===== src/logic/acm_pkg.sv =====
// Purpose: Shared constants and types of the active serial configuration master
// Assumes: Core clock of 100 MHz; one read command per load
// Notes:   The serial clock half-period count is derived here from the clock rates; the framing counts and FIFO depth are fixed
package acm_pkg;

  // ==========================================================================
  // Clock rates and serial clock derivation
  localparam int MCLK_MHZ     = 100;
  localparam int SCLK_MAX_MHZ = 40;
  localparam int SCLK_TYP_MHZ = 30;
  localparam int SCLK_MIN_MHZ = 20;
  // Half period rounded up so the serial clock never exceeds its maximum rate
  localparam int HALF_CYC = (MCLK_MHZ + 2 * SCLK_MAX_MHZ - 1) / (2 * SCLK_MAX_MHZ);
  localparam logic [1:0] HALF_LAST = 2'(HALF_CYC - 1);

  // ==========================================================================
  // Scheme straps
  localparam logic [3:0] SCHEME_AS_33 = 4'h2;
  localparam logic [3:0] SCHEME_AS_30 = 4'h3;

  // ==========================================================================
  // Flash command framing
  localparam int         ADDR_W      = 24;
  localparam logic [7:0] READ_OPCODE = 8'h03;
  localparam logic [5:0] CMD_LAST    = 6'h1f;
  localparam int         BYTE_W      = 8;
  localparam logic [5:0] BYTE_LAST   = 6'h07;
  localparam int         FIFO_DEPTH  = 16;

  // ==========================================================================
  // Loader states
  typedef enum logic [4:0] {
    ST_IDLE = 5'h01,
    ST_CMD  = 5'h02,
    ST_DATA = 5'h04,
    ST_DONE = 5'h08,
    ST_USER = 5'h10
  } acm_state_t;

endpackage

===== src/logic/acm_config_master.sv =====
// Purpose: Active serial configuration master: reads the image from a serial flash
// Assumes: Straps and the load-complete line are asynchronous pins
// Notes:   Serial clock is derived from the core clock, no external source
//
// Functional notes
// - Serial clock between 20 and 40 MHz
// - Serial clock derived internally, no external clock
// - Read, decompress, write configuration cells
// - Outputs change and data sampled on fall
// - Flash select held low while configuring
// - Commands and address shifted on command output
// - Release load-complete once all bits received
// - Initialization waits for load-complete sensed high
// - Flash pins tri-stated after configuration
// - Chain-enable driven low after own image
// - Active serial strap makes this the chain master
// - Load-complete released with chain-enable assertion
// - Load-complete held low until own image done
// - Chain starts initialization on shared line high
// - Last chain-enable may be left unconnected
// - Scheme 0010 or 0011 selects active serial
// - JTAG configuration overrides scheme straps
`timescale 1ns/1ps
module acm_config_master #(
  parameter logic [31:0]           IMAGE_BYTES = 32'h0000_0400,
  parameter logic [acm_pkg::ADDR_W-1:0] START_ADDR = 24'h00_0000
) (
  input  wire logic       mclk_i,
  input  wire logic       nrst_i,
  input  wire logic [3:0] scheme_select_i,
  input  wire logic       jtag_config_i,
  input  wire logic       reload_request_n_i,
  input  wire logic       compressed_i,
  input  wire logic       flash_data_i,
  input  wire logic       load_complete_od_i,
  input  wire logic       cfg_ready_i,
  output logic            serial_config_clock_o,
  output logic            serial_config_clock_oe_o,
  output logic            flash_chip_select_n_o,
  output logic            flash_chip_select_n_oe_o,
  output logic            cmd_shift_out_o,
  output logic            cmd_shift_out_oe_o,
  output logic            load_complete_od_o,
  output logic            load_complete_od_oe_o,
  output logic            chain_enable_n_o,
  output logic [7:0]      cfg_data_o,
  output logic            cfg_valid_o,
  output logic            init_start_o
);

  // ==========================================================================
  // Scheme decode
  function automatic logic is_as_scheme(input logic [3:0] sel);
    is_as_scheme = (sel == acm_pkg::SCHEME_AS_33) || (sel == acm_pkg::SCHEME_AS_30);
  endfunction

  // ==========================================================================
  // Pin synchronisers
  logic [7:0] sync1_r, sync2_r;
  logic       reload_s, done_s, data_s, jtag_s;
  logic [3:0] scheme_s;

  always_ff @(posedge mclk_i) begin
    if (!nrst_i) begin
      sync1_r <= '0;
      sync2_r <= '0;
    end else begin
      sync1_r <= {reload_request_n_i, load_complete_od_i, flash_data_i, jtag_config_i,
                  scheme_select_i};
      sync2_r <= sync1_r;
    end
  end

  assign {reload_s, done_s, data_s, jtag_s, scheme_s} = sync2_r;

  // ==========================================================================
  // Loader state
  acm_pkg::acm_state_t st_r, st_nxt;
  logic        sclk_r, sclk_nxt;
  logic [1:0]  hcnt_r, hcnt_nxt;
  logic [5:0]  bit_r, bit_nxt;
  logic [31:0] sh_r, sh_nxt;
  logic [7:0]  byte_r, byte_nxt;
  logic [31:0] bcnt_r, bcnt_nxt;
  logic        cs_n_r, cs_n_nxt, cmd_r, cmd_nxt, oe_r, oe_nxt;
  logic        dn_oe_r, dn_oe_nxt, ceo_n_r, ceo_n_nxt, init_r, init_nxt, od_lvl_r;
  logic        edge_due, fall, hold, push, drained;
  logic        fifo_in_ready, fifo_out_valid, fifo_out_ready;
  logic [7:0]  fifo_out_data, cap_byte;

  assign edge_due = hcnt_r == acm_pkg::HALF_LAST;
  // Back-pressure: the clock stays high before a byte-completing fall
  assign hold     = st_r == acm_pkg::ST_DATA && bit_r == acm_pkg::BYTE_LAST && !fifo_in_ready;
  assign fall     = sclk_r && edge_due && !hold;
  assign cap_byte = {byte_r[acm_pkg::BYTE_W-2:0], data_s};
  assign push     = st_r == acm_pkg::ST_DATA && fall && bit_r == acm_pkg::BYTE_LAST;

  always_comb begin
    st_nxt    = st_r;
    sclk_nxt  = sclk_r;
    hcnt_nxt  = hcnt_r;
    bit_nxt   = bit_r;
    sh_nxt    = sh_r;
    byte_nxt  = byte_r;
    bcnt_nxt  = bcnt_r;
    cs_n_nxt  = cs_n_r;
    cmd_nxt   = cmd_r;
    oe_nxt    = oe_r;
    dn_oe_nxt = dn_oe_r;
    ceo_n_nxt = ceo_n_r;
    init_nxt  = init_r;
    if (st_r == acm_pkg::ST_CMD || st_r == acm_pkg::ST_DATA) begin
      // Divider from the core clock gives the serial clock rate
      if (edge_due && !(sclk_r && hold)) begin
        sclk_nxt = !sclk_r;
        hcnt_nxt = '0;
      end else if (!edge_due) begin
        hcnt_nxt = hcnt_r + 2'(1);
      end
    end
    case (st_r)
      acm_pkg::ST_IDLE: begin
        if (reload_s && !jtag_s && is_as_scheme(scheme_s)) begin
          st_nxt    = acm_pkg::ST_CMD;
          oe_nxt    = 1'b1;
          cs_n_nxt  = 1'b0;
          cmd_nxt   = acm_pkg::READ_OPCODE[7];
          sh_nxt    = {acm_pkg::READ_OPCODE[6:0], START_ADDR, 1'b0};
          bit_nxt   = '0;
          hcnt_nxt  = '0;
          sclk_nxt  = 1'b0;
          bcnt_nxt  = '0;
          dn_oe_nxt = 1'b1;
          ceo_n_nxt = 1'b1;
          init_nxt  = 1'b0;
        end
      end
      acm_pkg::ST_CMD: begin
        if (fall) begin
          // Flash samples on the next rise, so the bit is changed on this fall
          cmd_nxt = sh_r[31];
          sh_nxt  = {sh_r[30:0], 1'b0};
          bit_nxt = bit_r + 6'(1);
          if (bit_r == acm_pkg::CMD_LAST) begin
            st_nxt  = acm_pkg::ST_DATA;
            bit_nxt = '0;
          end
        end
      end
      acm_pkg::ST_DATA: begin
        if (fall) begin
          // Synchronised sample reflects the bit driven at the previous fall
          byte_nxt = cap_byte;
          bit_nxt  = bit_r + 6'(1);
          if (push) begin
            bit_nxt  = '0;
            bcnt_nxt = bcnt_r + 32'h0000_0001;
            if (bcnt_r == IMAGE_BYTES - 32'h0000_0001) begin
              st_nxt    = acm_pkg::ST_DONE;
              sclk_nxt  = 1'b0;
              cs_n_nxt  = 1'b1;
              oe_nxt    = 1'b0;
              dn_oe_nxt = 1'b0;
              ceo_n_nxt = 1'b0;
            end
          end
        end
      end
      acm_pkg::ST_DONE: begin
        if (done_s && drained) begin
          st_nxt   = acm_pkg::ST_USER;
          init_nxt = 1'b1;
        end
      end
      acm_pkg::ST_USER: begin
        init_nxt = 1'b1;
      end
      default: begin
        st_nxt = acm_pkg::ST_IDLE;
      end
    endcase
    // A reload request aborts any load and waits for its release
    if (!reload_s) begin
      st_nxt    = acm_pkg::ST_IDLE;
      sclk_nxt  = 1'b0;
      cs_n_nxt  = 1'b1;
      oe_nxt    = 1'b0;
      dn_oe_nxt = 1'b1;
      ceo_n_nxt = 1'b1;
      init_nxt  = 1'b0;
    end
  end

  always_ff @(posedge mclk_i) begin
    if (!nrst_i) begin
      st_r     <= acm_pkg::ST_IDLE;
      sclk_r   <= 1'b0;
      hcnt_r   <= '0;
      bit_r    <= '0;
      sh_r     <= '0;
      byte_r   <= '0;
      bcnt_r   <= '0;
      cs_n_r   <= 1'b1;
      cmd_r    <= 1'b0;
      oe_r     <= 1'b0;
      dn_oe_r  <= 1'b1;
      ceo_n_r  <= 1'b1;
      init_r   <= 1'b0;
      od_lvl_r <= 1'b0;
    end else begin
      st_r     <= st_nxt;
      sclk_r   <= sclk_nxt;
      hcnt_r   <= hcnt_nxt;
      bit_r    <= bit_nxt;
      sh_r     <= sh_nxt;
      byte_r   <= byte_nxt;
      bcnt_r   <= bcnt_nxt;
      cs_n_r   <= cs_n_nxt;
      cmd_r    <= cmd_nxt;
      oe_r     <= oe_nxt;
      dn_oe_r  <= dn_oe_nxt;
      ceo_n_r  <= ceo_n_nxt;
      init_r   <= init_nxt;
      od_lvl_r <= 1'b0;
    end
  end

  // ==========================================================================
  // Byte buffer
  acm_fifo #(
    .WIDTH(acm_pkg::BYTE_W),
    .DEPTH(acm_pkg::FIFO_DEPTH)
  ) u_fifo (
    .mclk_i      (mclk_i),
    .nrst_i      (nrst_i),
    .flush_i     (!reload_s),
    .in_valid_i  (push),
    .in_ready_o  (fifo_in_ready),
    .in_data_i   (cap_byte),
    .out_valid_o (fifo_out_valid),
    .out_ready_i (fifo_out_ready),
    .out_data_o  (fifo_out_data)
  );

  // ==========================================================================
  // Decompressor and cell writer port
  // Compressed images are count/value pairs, each giving count+1 copies
  logic       vld_r, vld_nxt, run_r, run_nxt, have_r, have_nxt, out_ok;
  logic [7:0] dat_r, dat_nxt, rep_r, rep_nxt, val_r, val_nxt;

  assign out_ok  = !vld_r || cfg_ready_i;
  assign drained = !run_r && !have_r && !fifo_out_valid && !vld_r;

  always_comb begin
    vld_nxt        = vld_r && !cfg_ready_i;
    dat_nxt        = dat_r;
    rep_nxt        = rep_r;
    val_nxt        = val_r;
    run_nxt        = run_r;
    have_nxt       = have_r;
    fifo_out_ready = 1'b0;
    if (run_r) begin
      if (out_ok) begin
        vld_nxt = 1'b1;
        dat_nxt = val_r;
        if (rep_r == '0) begin
          run_nxt = 1'b0;
        end else begin
          rep_nxt = rep_r - 8'h01;
        end
      end
    end else if (compressed_i) begin
      fifo_out_ready = 1'b1;
      if (fifo_out_valid && have_r) begin
        val_nxt  = fifo_out_data;
        run_nxt  = 1'b1;
        have_nxt = 1'b0;
      end else if (fifo_out_valid) begin
        rep_nxt  = fifo_out_data;
        have_nxt = 1'b1;
      end
    end else begin
      fifo_out_ready = out_ok;
      if (out_ok && fifo_out_valid) begin
        vld_nxt = 1'b1;
        dat_nxt = fifo_out_data;
      end
    end
    if (!reload_s) begin
      vld_nxt  = 1'b0;
      run_nxt  = 1'b0;
      have_nxt = 1'b0;
    end
  end

  always_ff @(posedge mclk_i) begin
    if (!nrst_i) begin
      vld_r  <= 1'b0;
      dat_r  <= '0;
      rep_r  <= '0;
      val_r  <= '0;
      run_r  <= 1'b0;
      have_r <= 1'b0;
    end else begin
      vld_r  <= vld_nxt;
      dat_r  <= dat_nxt;
      rep_r  <= rep_nxt;
      val_r  <= val_nxt;
      run_r  <= run_nxt;
      have_r <= have_nxt;
    end
  end

  // ==========================================================================
  // Outputs
  assign serial_config_clock_o    = sclk_r;
  assign serial_config_clock_oe_o = oe_r;
  assign flash_chip_select_n_o    = cs_n_r;
  assign flash_chip_select_n_oe_o = oe_r;
  assign cmd_shift_out_o          = cmd_r;
  assign cmd_shift_out_oe_o       = oe_r;
  assign load_complete_od_o       = od_lvl_r;
  assign load_complete_od_oe_o    = dn_oe_r;
  assign chain_enable_n_o         = ceo_n_r;
  assign cfg_data_o               = dat_r;
  assign cfg_valid_o              = vld_r;
  assign init_start_o             = init_r;
endmodule


===== src/logic/acm_fifo.sv =====
// Purpose: Byte buffer between the serial capture and the cell writer
// Assumes: DEPTH is a power of two
// Notes:   in_ready_o drops when full; the capture side stalls the serial clock
`timescale 1ns/1ps
module acm_fifo #(
  parameter int WIDTH = 8,
  parameter int DEPTH = 16
) (
  input  wire logic             mclk_i,
  input  wire logic             nrst_i,
  input  wire logic             flush_i,
  input  wire logic             in_valid_i,
  output logic                  in_ready_o,
  input  wire logic [WIDTH-1:0] in_data_i,
  output logic                  out_valid_o,
  input  wire logic             out_ready_i,
  output logic      [WIDTH-1:0] out_data_o
);
  localparam int AW = $clog2(DEPTH);

  logic [WIDTH-1:0] mem_r [DEPTH];
  logic [AW-1:0]    wr_r, wr_nxt, rd_r, rd_nxt;
  logic [AW:0]      cnt_r, cnt_nxt;
  logic             do_wr, do_rd;

  assign in_ready_o  = cnt_r != (AW+1)'(DEPTH);
  assign out_valid_o = cnt_r != '0;
  assign out_data_o  = mem_r[rd_r];
  assign do_wr       = in_valid_i && in_ready_o;
  assign do_rd       = out_valid_o && out_ready_i;

  always_comb begin
    wr_nxt  = do_wr ? wr_r + AW'(1) : wr_r;
    rd_nxt  = do_rd ? rd_r + AW'(1) : rd_r;
    cnt_nxt = cnt_r;
    if (do_wr && !do_rd) begin
      cnt_nxt = cnt_r + (AW+1)'(1);
    end else if (do_rd && !do_wr) begin
      cnt_nxt = cnt_r - (AW+1)'(1);
    end
    if (flush_i) begin
      wr_nxt  = '0;
      rd_nxt  = '0;
      cnt_nxt = '0;
    end
  end

  always_ff @(posedge mclk_i) begin
    if (!nrst_i) begin
      wr_r  <= '0;
      rd_r  <= '0;
      cnt_r <= '0;
    end else begin
      wr_r  <= wr_nxt;
      rd_r  <= rd_nxt;
      cnt_r <= cnt_nxt;
    end
  end

  always_ff @(posedge mclk_i) begin
    if (do_wr) begin
      mem_r[wr_r] <= in_data_i;
    end
  end

endmodule


===== config.mk =====
export PLATFORM = sky130hd
export DESIGN_NAME = acm_config_master
export DESIGN_NICKNAME = d
export VERILOG_FILES = /design/src/logic/acm_pkg.sv /design/src/logic/acm_config_master.sv /design/src/logic/acm_fifo.sv
export SDC_FILE = /design/constraint.sdc
export NUM_CORES = 1
export LEC_CHECK = 0
export ABC_CLOCK_PERIOD_IN_PS = 5170
export BUFFER_PORTS_ARGS = -buffer_cell sky130_fd_sc_hd__buf_2
export CORE_MARGIN = 2
export CORE_UTILIZATION = 59
export CTS_BUF_LIST = sky130_fd_sc_hd__clkbuf_2
export DETAILED_ROUTE_END_ITERATION = 8
export PLACE_DENSITY = 0.85
export SLEW_MARGIN = 15
export SYNTH_ARGS = -nofsm -noshare
export SYNTH_HDL_FRONTEND = slang
export SYNTH_SLANG_ARGS = --single-unit
export TNS_END_PERCENT = 30

===== constraint.sdc =====
create_clock -name mclk_i -period 5.17 [get_ports mclk_i]
set_input_delay 0.2585 -clock mclk_i [delete_from_list [all_inputs] [get_ports mclk_i]]
set_output_delay 0.2585 -clock mclk_i [all_outputs]
set_load 0.05 [all_outputs]

# Yosys cells after proc, flatten, opt, wreduce, memory -nomap -nowiden
# Memory sizes are Yosys's and may differ from the RTL's. A register that Yosys moved wholly into a read port is not among the register bits.
# Index checks and enable logic that the tools add are counted.
# word_totals
regBits,146
ramBits,128
word_cells,192
mem_count,1
# op_classes
n_eq_ne,23
n_mux,76
bitwise,2
add_sub_neg,8
n_reduce_logical,59
# mem_list
memory,depth,word_bits,read_ports,rd_clocked_by_memory_dff,write_ports,line_no,rtl
u_fifo.mem_r,16,8,1,1,1,acm_fifo.sv:21,logic [WIDTH-1:0] mem_r [DEPTH];
# op_table
cell,n
32-bit 2-to-1 mux,5
32-bit one-hot mux with 2 select lines,2
8-bit 2-to-1 mux,10
5-bit 2-to-1 mux,9
32-bit by 1-bit adder with 32-bit output (second input constant),1
32-bit by 10-bit == test with 1-bit output (second input constant),1
1-bit 2-to-1 mux,31
6-bit 2-to-1 mux,5
5-bit one-hot mux with 5 select lines,1
1-bit logical AND,21
6-bit one-hot mux with 3 select lines,1
3-bit AND reduction,5
2-bit nonzero test,7
1-bit logical NOT,12
2-bit inequality test (second input constant),6
2-bit 2-to-1 mux,5
2-bit by 1-bit inequality test with 1-bit output (second input constant),5
5-bit AND reduction,2
4-bit by 1-bit adder with 4-bit output (second input constant),2
4-bit by 2-bit == test with 1-bit output (second input constant),2
8-bit logical NOT,1
4-bit 2-to-1 mux,2
1-bit one-hot mux with 2 select lines,4
4-bit AND reduction,2
other kinds (21),26

# Longest topological paths before layout
# Gate-level depths: netlist (run 1).
# depth
word_depth,12
ltp_mapped,12
depth_no_buf,12

# Modules after synthesis
# Synthesis (run 1) repeated with hierarchy kept, for this count alone.
# unflattened
cells_unflattened,888
area_unflattened_um2,10740.3
# modules_own_cells
mod,cells_each,instances,area_each_um2
acm_fifo,310,1,5776.8
acm_config_master,578,1,4963.5

# Worst setup path after synthesis (run 1)
# OpenSTA, ideal clock, no wires.
# synth_timing
kind,register to register
start,register bit_r[0]
end,register u_fifo.cnt_r[4]
slack_ns,1.771
synth_period_minus_slack_ns,3.399
setup_time_ns,0.071
path_stages_with_launch,13
path_buffers,0
t_arrival_ns,3.329
cell_sequence,dfxtp_1 > ha_1 > or4bb_1 > or4_1 > nor2_2 > ha_1 > inv_1 > fa_1 > a21o_1 > a21oi_1 > xnor2_1 > or3_1 > a21oi_1
# synth_via
elab_chain_len,11
# synth_lines
item,line_no,rtl
from (decl),acm_config_master.sv:81,"logic [5:0] bit_r, bit_nxt;"
from (signal assigned),acm_config_master.sv:214,bit_r <= bit_nxt;
6-bit by 3-bit == test with 1-bit output *,"acm_config_master.sv:93, acm_config_master.sv:96",
1-bit logical AND (2 in a row),acm_config_master.sv:93,assign hold = st_r == acm_pkg::ST_DATA && bit_r == acm_pkg::BYTE_LAST && !fifo_in_ready;
1-bit logical NOT,acm_config_master.sv:94,assign fall = sclk_r && edge_due && !hold;
1-bit logical AND,acm_config_master.sv:94,
1-bit logical AND,acm_config_master.sv:96,assign push = st_r == acm_pkg::ST_DATA && fall && bit_r == acm_pkg::BYTE_LAST;
1-bit logical AND *,acm_config_master.sv:96,
1-bit logical AND *,acm_fifo.sv:29,assign do_wr = in_valid_i && in_ready_o;
net u_fifo.do_wr,acm_fifo.sv:24,"logic do_wr, do_rd;"
1-bit logical NOT,acm_fifo.sv:38,end else if (do_rd && !do_wr) begin
1-bit logical AND,acm_fifo.sv:38,
2-bit nonzero test (no line),n/a,
to (signal assigned),acm_fifo.sv:56,cnt_r <= cnt_nxt;
to (decl),acm_fifo.sv:23,"logic [AW:0] cnt_r, cnt_nxt;"
# The timed path passes the listed nets; every way through them passes the cells marked *.
# A chain may end at the register's enable or synchronous reset.

# Worst setup path after layout (run 1)
# Ends and elaborated chain as after synthesis.

==> metrics.md, run 1 <==
| Metric | Value |
|---|---|
| Fmax | roughly 0.26 GHz |
| CP max-delay cell | or4bb_1 |
| Die height | between 100 and 150 um |
| Initial antenna violation count | 1 |
| Fin. Hold Viols | 0 |
| Cells after Synth | 882 |
| First-pass GRT wire length | 34.6 mm |
| CP arrival | 4.55 ns |
| Setup TNS | 0 ns |
| First drt pass iteration count | 5 |
| Total gr overflow | 0 |
| Final period utilization | 73.3% |
| Synth area leaders | edfxtp_1 (36%), dfxtp_1 (23%), mux4_2 (7.4%) |
| Leak | 4.03 nW |
| Tot GR Track Use | between 20 and 25% |
| Post-synth top area cell | edfxtp_1 |
| Vias | approximately 7.3k |
| Worst slew pin tran | approximately 1.2 ns |
| Largest net degree at the start of global routing | 63 |
| Gpl congestion | between 0.8 and 0.9 |
| Vias per inst | 6.01 |
| Net count after synthesis | a little over 900 |
| Yosys top cell area share | between 30% and 40% |
| DR WL/cell | 17.5 um |
| RSZ-0062 raised after global routing | no |
| CTS max path bufs | 3 |
| Die extent in x | 138 um |
| Max rail drop VDD | 180 uV |
| Slowest stage delay, CP | roughly 0.57 ns |
| Clock Skew | 0.0712 ns |
| Yosys cell types | 69 |
| Share of async-settable or async-resettable flops after synthesis | 0% |
| CTS Buf Count | 57 |
| Power Total | roughly 0.0034 W |
| Dpl cell area | between 10000 and 15000 um2 |
| CTS clk-pin slew, worst paths | 0.11 ns |
| Post-synth EDFFs | 128 |
| Clock Sinks | 251 |
| Max Cap Viol | 0 |
| Startpoint types | flip-flop |
| I/O pin cnt | 31 |
| Max Slew Vio Count | 0 |
| Filler cell count | 1283 |
| Vias in the first global route | 7066 |
| Root buf cell | clkbuf_2 |
| Synth Flop Type | edfxtp_1 |
| Power density cells | 293 nW/um2 |
| H-tree depth | 2 |
| Count leader, synth | edfxtp_1 |
| Req. time, crit path | 5.93 ns |
| Hold Crit Class | primary input to flip-flop |
| Total core area | 17800 um2 |
| Detailed Place HPWL | 13.7 mm |
| CP max FO | 6 |
| Max_slew headroom | 22.2% |
| Die Area | 19100 um2 |
| Antenna viol nets, final | 0 |
| Largest delay contributor family on the critical path | simple AND/OR/NAND/NOR gates |
| Final core utilization | 64.9% |
| Final setup fails | 0 |
| Iteration-0 DRC Markers | around 570 |
| Final net count | around 960 |
| Initial Util | 59.7% |
| IO Port Bufs | 28 |
| Crit end category | flip-flop |
| Multi-input gate area | 4050 um2 |
| WP buf/inv | 1 |
| Final min period | ~3.8 ns |
| DRC Markers | 0 |
| DRT Wirelength | between 20 and 25 mm |
| Avg Cell Area, Syn | 12.1 um2 |
| Status | finished, final reports clean |
| Reg area | about 6300 um2 |
| Area delta synth->final | 8.79% |
| Sequential fraction of the synthesis area | 59.2% |
| Top cells by count, synth | edfxtp_1 (128), dfxtp_1 (123), nand2_1 (74) |
| Fin area | between 10000 and 15000 um2 |
| Synthesis Warnings | 0 |
| Worst skew pair latency | 0.87 ns |
| Share of cells above drive strength 1 | 18.8% |
| Setup Crit Path Kind | flip-flop to flip-flop |
| Mapped Area | 10600 um2 |
| TritonCTS clock tree | built |
| Flops & latches, synth | 251 |
| Crit-path cells | ha_1 -> or4bb_1 -> or4_1 -> nor2_2 -> ha_1 -> inv_1 -> fa_1 -> a21o_1 -> a21oi_1 -> xnor2_1 -> or3_1 -> a21oi_1 |
| Row count | 49 |
state kept, by name, summed over array words and instances, names as in the netlist, named ones only:
name                   flops
bcnt_r                    32
bit_r                      6
byte_r                     7
cfg_data_o                 8
cfg_valid_o                1
chain_enable_n_o           1
cmd_shift_out_o            1
cmd_shift_out_oe_o         1
flash_chip_select_n_o      1
have_r                     1
hcnt_r                     2
init_start_o               1
rep_r                      8
run_r                      1
serial_config_clock_o      1
sh_r                       7
st_r                       5
sync1_r                    7
sync2_r                    7
u_fifo.cnt_r               5
u_fifo.mem_r             128
u_fifo.rd_r                4
u_fifo.wr_r                4
val_r                      8
metal layers:
| metal | track usage [%] | part of all wire, % | vias to the layer above |
|---|---|---|---|
| met2 | 37.5 | 50 | 283 |
| met1 | 28.9 | 42 | 3496 |
| met5 | 0 | 0 | - |
| li1 | - | - | 3471 |
| met4 | 8.06 | 2.0 | 0 |
| met3 | 4.78 | 6.7 | 44 |
power by group:
| part | internal [W] | leakage [nW] | switching (W) |
|---|---|---|---|
| clock network | 0.000490 | 0.389 | 0.000776 |
| logic | 0.0000160 | 1.43 | 0.0000268 |
| registers | 0.00208 | 2.21 | 0.00000335 |
| total | 0.00258 | 4.03 | 0.000807 |
cell type report:
| cell class | instances | share of cell area, % |
|---|---|---|
| clock inverters | 37 | 1.75 |
| repair buffers | 48 | 2.72 |
| clock buffers | 70 | 3.03 |
| flip-flops and latches | 251 | 54.5 |
| well taps | 229 | 2.47 |
| diodes | 1 | 0.0216 |
| inverters | 19 | 0.616 |
| multi-input cells | 559 | 34.9 |
kinds of logic (layout without fill, tap and decap cells):
| kind of cell | count (synthesis) | in the layout | synth area share, % |
|---|---|---|---|
| xor gates and xnor gates | 13 | 13 | 1.07 |
| AOI/OAI and AO/OA | 146 | 146 | 8.96 |
| muxes | 74 | 74 | 11.1 |
| DFF | 251 | 251 | 59.2 |
| buffers and inverters | 72 | 174 | 2.81 |
| other | 1 | 2 | 0.0352 |
| and+or+nand+nor | 311 | 311 | 15.1 |
| adders and majority gates | 14 | 14 | 1.72 |
worst paths after layout:
path / slack, ns / cells past startpoint / to / from
max reg2reg: 1.38 / 12 / u_fifo.cnt_r[4]$_SDFFE_PN0P_ / bit_r[0]$_SDFFE_PN0P_
min reg2reg: 0.43 / 1 / sync2_r[2]$_SDFF_PN0_ / sync1_r[2]$_SDFF_PN0_
max: 1.38 / 12 / u_fifo.cnt_r[4]$_SDFFE_PN0P_ / bit_r[0]$_SDFFE_PN0P_
min: 0.16 / 3 / sync1_r[6]$_SDFF_PN0_ / load_complete_od_i
layout by cell type, fill, tap and decap left out, drive strengths merged, types with 6 or more instances in the layout:
master	count
dfxtp	123
ha	13
and2	15
xnor2	7
a21oi	39
nand2	75
clkinv	34
o211ai	7
clkbuf	70
nand2b	6
nor4	10
or4	17
or2	15
buf	38
xor2	6
a31oi	10
edfxtp	128
or3	6
and3	11
nand4	21
nor3	17
o31ai	16
nor2	69
inv	19
dlygate4sd3	10
mux4	35
o22ai	7
nand3	35
mux2i	35
o21ai	30
stage by stage:
step,cells,setup slack [ns],hold WS [ns]
floorplan,882,1.77,0.386
global placement,1096,1.50,0.415
detailed placement,1096,1.46,0.421
CTS,1213,1.37,0.118
global route,1214,1.21,0.135
finish,1214,1.38,0.155
worst register-to-register path: cells and delay by family (launching register included):
kind	cells	cell delay, ns
flops	1	0.41
compound gates	3	0.47
buf+inv	1	0.11
xor+xnor	1	0.09
simple gates	4	1.75
fa+ha+maj	3	0.89
repair_timing:
item / 4_1_cts / 5_1_grt
gates resized for setup: 0 / 0
buffers inserted: 0 / 0
hold buffers: 10 / 0
endpoints found under the hold margin: 29 / 0
setup endpoints to repair: 0 / 0
Note: power is estimated with default switching activity, not from simulation.
==> run 2, diff against run 1 <==
Settings changed: ABC_CLOCK_PERIOD_IN_PS 5170 to 3200, CORE_UTILIZATION 59 to 58, PLACE_DENSITY 0.85 to 0.87.
Clock period 5.17 ns to 3.2 ns, I/O delays scaled along.
==> run 2 against run 1 <==
Clock power up 66%. Flip-flop and latch count unchanged. Non-clock buffer count up 43. Highest routed layer unchanged. Critical endpoint unchanged. Via count up 5.3%. Maximum frequency up 19%. Critical path type unchanged. Core utilization up 2.0 points.
==> metrics.md, run 2 (synthesis results as in run 1) <==
| Metric | Value |
|---|---|
| Status | finished, final reports clean (unchanged) |
| Min Hold Slack | 0.172 ns (was 0.155 ns) |
| Biggest register | u_fifo.mem_r (unchanged) |
| Max_slew headroom | 30.4% (was 22.2%) |
| Worst reg2reg path depth | 12 (unchanged) |
| Largest delay contributor family on the critical path | simple AND/OR/NAND/NOR gates (unchanged) |
| Area delta synth->final | 12.9% (was 8.79%) |
| Filler cell count | 1188 (was 1283) |
| Root buf cell | clkbuf_2 (unchanged) |
| Fmax | 0.315 GHz (was 0.264 GHz) |
| H-tree depth | 2 (unchanged) |
| Detailed Place HPWL | 14.6 mm (was 13.7 mm) |
| Fin. Hold Viols | 0 (unchanged) |
| Fin area | 12000 um2 (was 11600 um2) |
| CTS max path bufs | 3 (unchanged) |
| Crit-path cells | ha_4 -> or4bb_4 -> or4_4 -> nor2_4 -> ha_4 -> inv_4 -> fa_2 -> a21o_1 -> a21oi_2 -> xnor2_2 -> or3_1 -> a21oi_1 (was ha_1 -> or4bb_1 -> or4_1 -> nor2_2 -> ha_1 -> inv_1 -> fa_1 -> a21o_1 -> a21oi_1 -> xnor2_1 -> or3_1 -> a21oi_1) |
| Tot GR Track Use | 24.3% (was 22.3%) |
| Final core utilization | 66.9% (was 64.9%) |
| Largest net degree at the start of global routing | 63 (unchanged) |
| I/O pin cnt | 31 (unchanged) |
| Startpoint types | flip-flop (unchanged) |
| IO Port Bufs | 28 (unchanged) |
| Initial Util | 59.3% (was 59.7%) |
| First drt pass iteration count | 5 (unchanged) |
| Final period utilization | 99.1% (was 73.3%) |
| Total gr overflow | 0 (unchanged) |
| Initial antenna violation count | 1 (unchanged) |
| Cell mode on critical path | ha_4 |
| Max reg flops | 128 (unchanged) |
| Iteration-0 DRC Markers | 755 (was 574) |
| Hold wc startpoint | compressed_i (was load_complete_od_i) |
| Worst setup endpoint | u_fifo.cnt_r[4]$_SDFFE_PN0P_ (unchanged) |
| FF-to-FF setup slack | 0.03 ns (was 1.38 ns) |
| CP max-delay cell | or4_4 (was or4bb_1) |
| Final min period | 3.17 ns (was 3.79 ns) |
| Clock Sinks | 251 (unchanged) |
| Pre-CTS WS | -0.0454 ns (was 1.46 ns) |
| Setup Crit Path Kind | flip-flop to flip-flop (unchanged) |
| Share of cells above drive strength 1 | 24.0% (was 18.8%) |
| TritonCTS clock tree | built (unchanged) |
| Dpl cell area | 11200 um2 (was 10900 um2) |
| First-pass GRT wire length | 37.6 mm (was 34.6 mm) |
| CP max FO | 4 (was 6) |
| Gpl congestion | 0.914 (was 0.845) |
| Die height | 139 um (was 138 um) |
| DRT Wirelength | 24.0 mm (was 21.2 mm) |
| Final setup fails | 0 (unchanged) |
| Final net count | 1006 (was 962) |
| WP buf/inv | 1 (unchanged) |
| WP depth | 12 (unchanged) |
| R2r startpoint | bit_r[1]$_SDFFE_PN0P_ (was bit_r[0]$_SDFFE_PN0P_) |
| Clock Skew | 0.0665 ns (was 0.0712 ns) |
| Vias per inst | 6.10 (was 6.01) |
| Hold Crit Class | primary input to flip-flop (unchanged) |
| Biggest regs | u_fifo.mem_r (128), bcnt_r (32) (unchanged) |
| Placed cell count | 1123 (was 1096) |
| Vias in the first global route | 7649 (was 7066) |
| Worst skew pair latency | 0.89 ns (was 0.87 ns) |
| DR WL/cell | 19.1 um (was 17.5 um) |
| Crit end category | flip-flop (unchanged) |
| CP startpoint | bit_r[1]$_SDFFE_PN0P_ (was bit_r[0]$_SDFFE_PN0P_) |
| Power density cells | 463 nW/um2 (was 293 nW/um2) |
| CTS clk-pin slew, worst paths | 0.12 ns (was 0.11 ns) |
| Commonest non-fill, non-tap cell in the layout | edfxtp_1 (unchanged) |
| Max Slew Vio Count | 0 (unchanged) |
| Total core area | 18000 um2 (was 17800 um2) |
| DRC Markers | 0 (unchanged) |
| Die extent in x | 139 um (was 138 um) |
| Req. time, crit path | 4.03 ns (was 5.93 ns) |
| Reg2reg end | u_fifo.cnt_r[4]$_SDFFE_PN0P_ (unchanged) |
| Antenna viol nets, final | 0 (unchanged) |
| Vias | 7677 (was 7294) |
| CP arrival | 4.00 ns (was 4.55 ns) |
| Leak | 4.31 nW (was 4.03 nW) |
| Slowest stage delay, CP | 0.52 ns (was 0.57 ns) |
| Row count | 49 (unchanged) |
| Max rail drop VDD | 362 uV (was 180 uV) |
| Max Cap Viol | 0 (unchanged) |
| CTS Buf Count | 58 (was 57) |
| Non-Filler Instances | 1259 (was 1214) |
| Final WS setup | 0.0280 ns (was 1.38 ns) |
| Worst slew pin tran | 1.04 ns (was 1.16 ns) |
| Commonest non-fill, non-tap cells in the layout | edfxtp_1 (128), dfxtp_1 (120), clkbuf_2 (95) (was edfxtp_1 (128), dfxtp_1 (122), nand2_1 (74)) |
| Die Area | 19500 um2 (was 19100 um2) |
run 2: final cells by class:
class	count	area (um2)	area share [%]
inverters	19	73.8	0.614
multi-input cells	559	4100	34.2
well taps	229	287	2.38
clock inverters	14	82.6	0.687
flip-flops and latches	251	6310	52.5
diodes	1	2.50	0.0208
clock buffers	95	475	3.96
repair buffers	91	681	5.66
run 2: stage by stage:
step / total power (W) / TNS, ns
5_1_grt: 0.00573 / -0.0346
6_report: 0.00556 / 0
2_1_floorplan: 0.00347 / 0
3_5_place_dp: 0.00349 / -0.0454
4_1_cts: 0.00557 / 0
3_3_place_gp: 0.00349 / 0
run 2: what timing repair did:
item | CTS | global route
gates resized for setup | 3 | 4
buffers inserted | 2 | 2
pin swaps | 2 | 3
endpoints found under the setup margin | 1 | 1
hold buffers | 22 | 0
hold endpoints to repair | 67 | 0
run 2: routing by layer:
metal  track usage (%)  vias up  routed length, um
li1                  -     3543                  -
met1              30.1     3723               9550
met2              41.5      356              12100
met3              5.44       55               1750
met4              9.94        0                649
met5                 0        -                  0
run 2: where the power goes:
group	switching [W]	internal [W]	total (W)	leakage, nW
Sequential	0.00000529	0.00335	0.00336	2.21
Combinational	0.0000480	0.0000380	0.0000860	1.66
Clock	0.00125	0.000861	0.00211	0.442
Total	0.00131	0.00425	0.00556	4.31
run 2: worst reg2reg max path: stages, from the launching register on:
cell and delay, ns:
dfxtp_2 0.38, ha_4 0.16, or4bb_4 0.46, or4_4 0.52, nor2_4 0.14, ha_4 0.17
inv_4 0.05, fa_2 0.34, a21o_1 0.18, a21oi_2 0.16, xnor2_2 0.10, or3_1 0.31
a21oi_1 0.14
run 2: worst min path at each step:
| stage | slack [ns] | end | cells past startpoint |
|---|---|---|---|
| 2_1_floorplan | 0.29 | sync1_r[1]$_SDFF_PN0_ | 1 |
| 3_3_place_gp | 0.37 | sync1_r[5]$_SDFF_PN0_ | 2 |
| 3_5_place_dp | 0.37 | sync1_r[7]$_SDFF_PN0_ | 2 |
| 4_1_cts | 0.09 | have_r$_SDFFE_PN0P_ | 5 |
| 5_1_grt | 0.24 | have_r$_SDFFE_PN0P_ | 5 |
| 6_report | 0.17 | have_r$_SDFFE_PN0P_ | 5 |
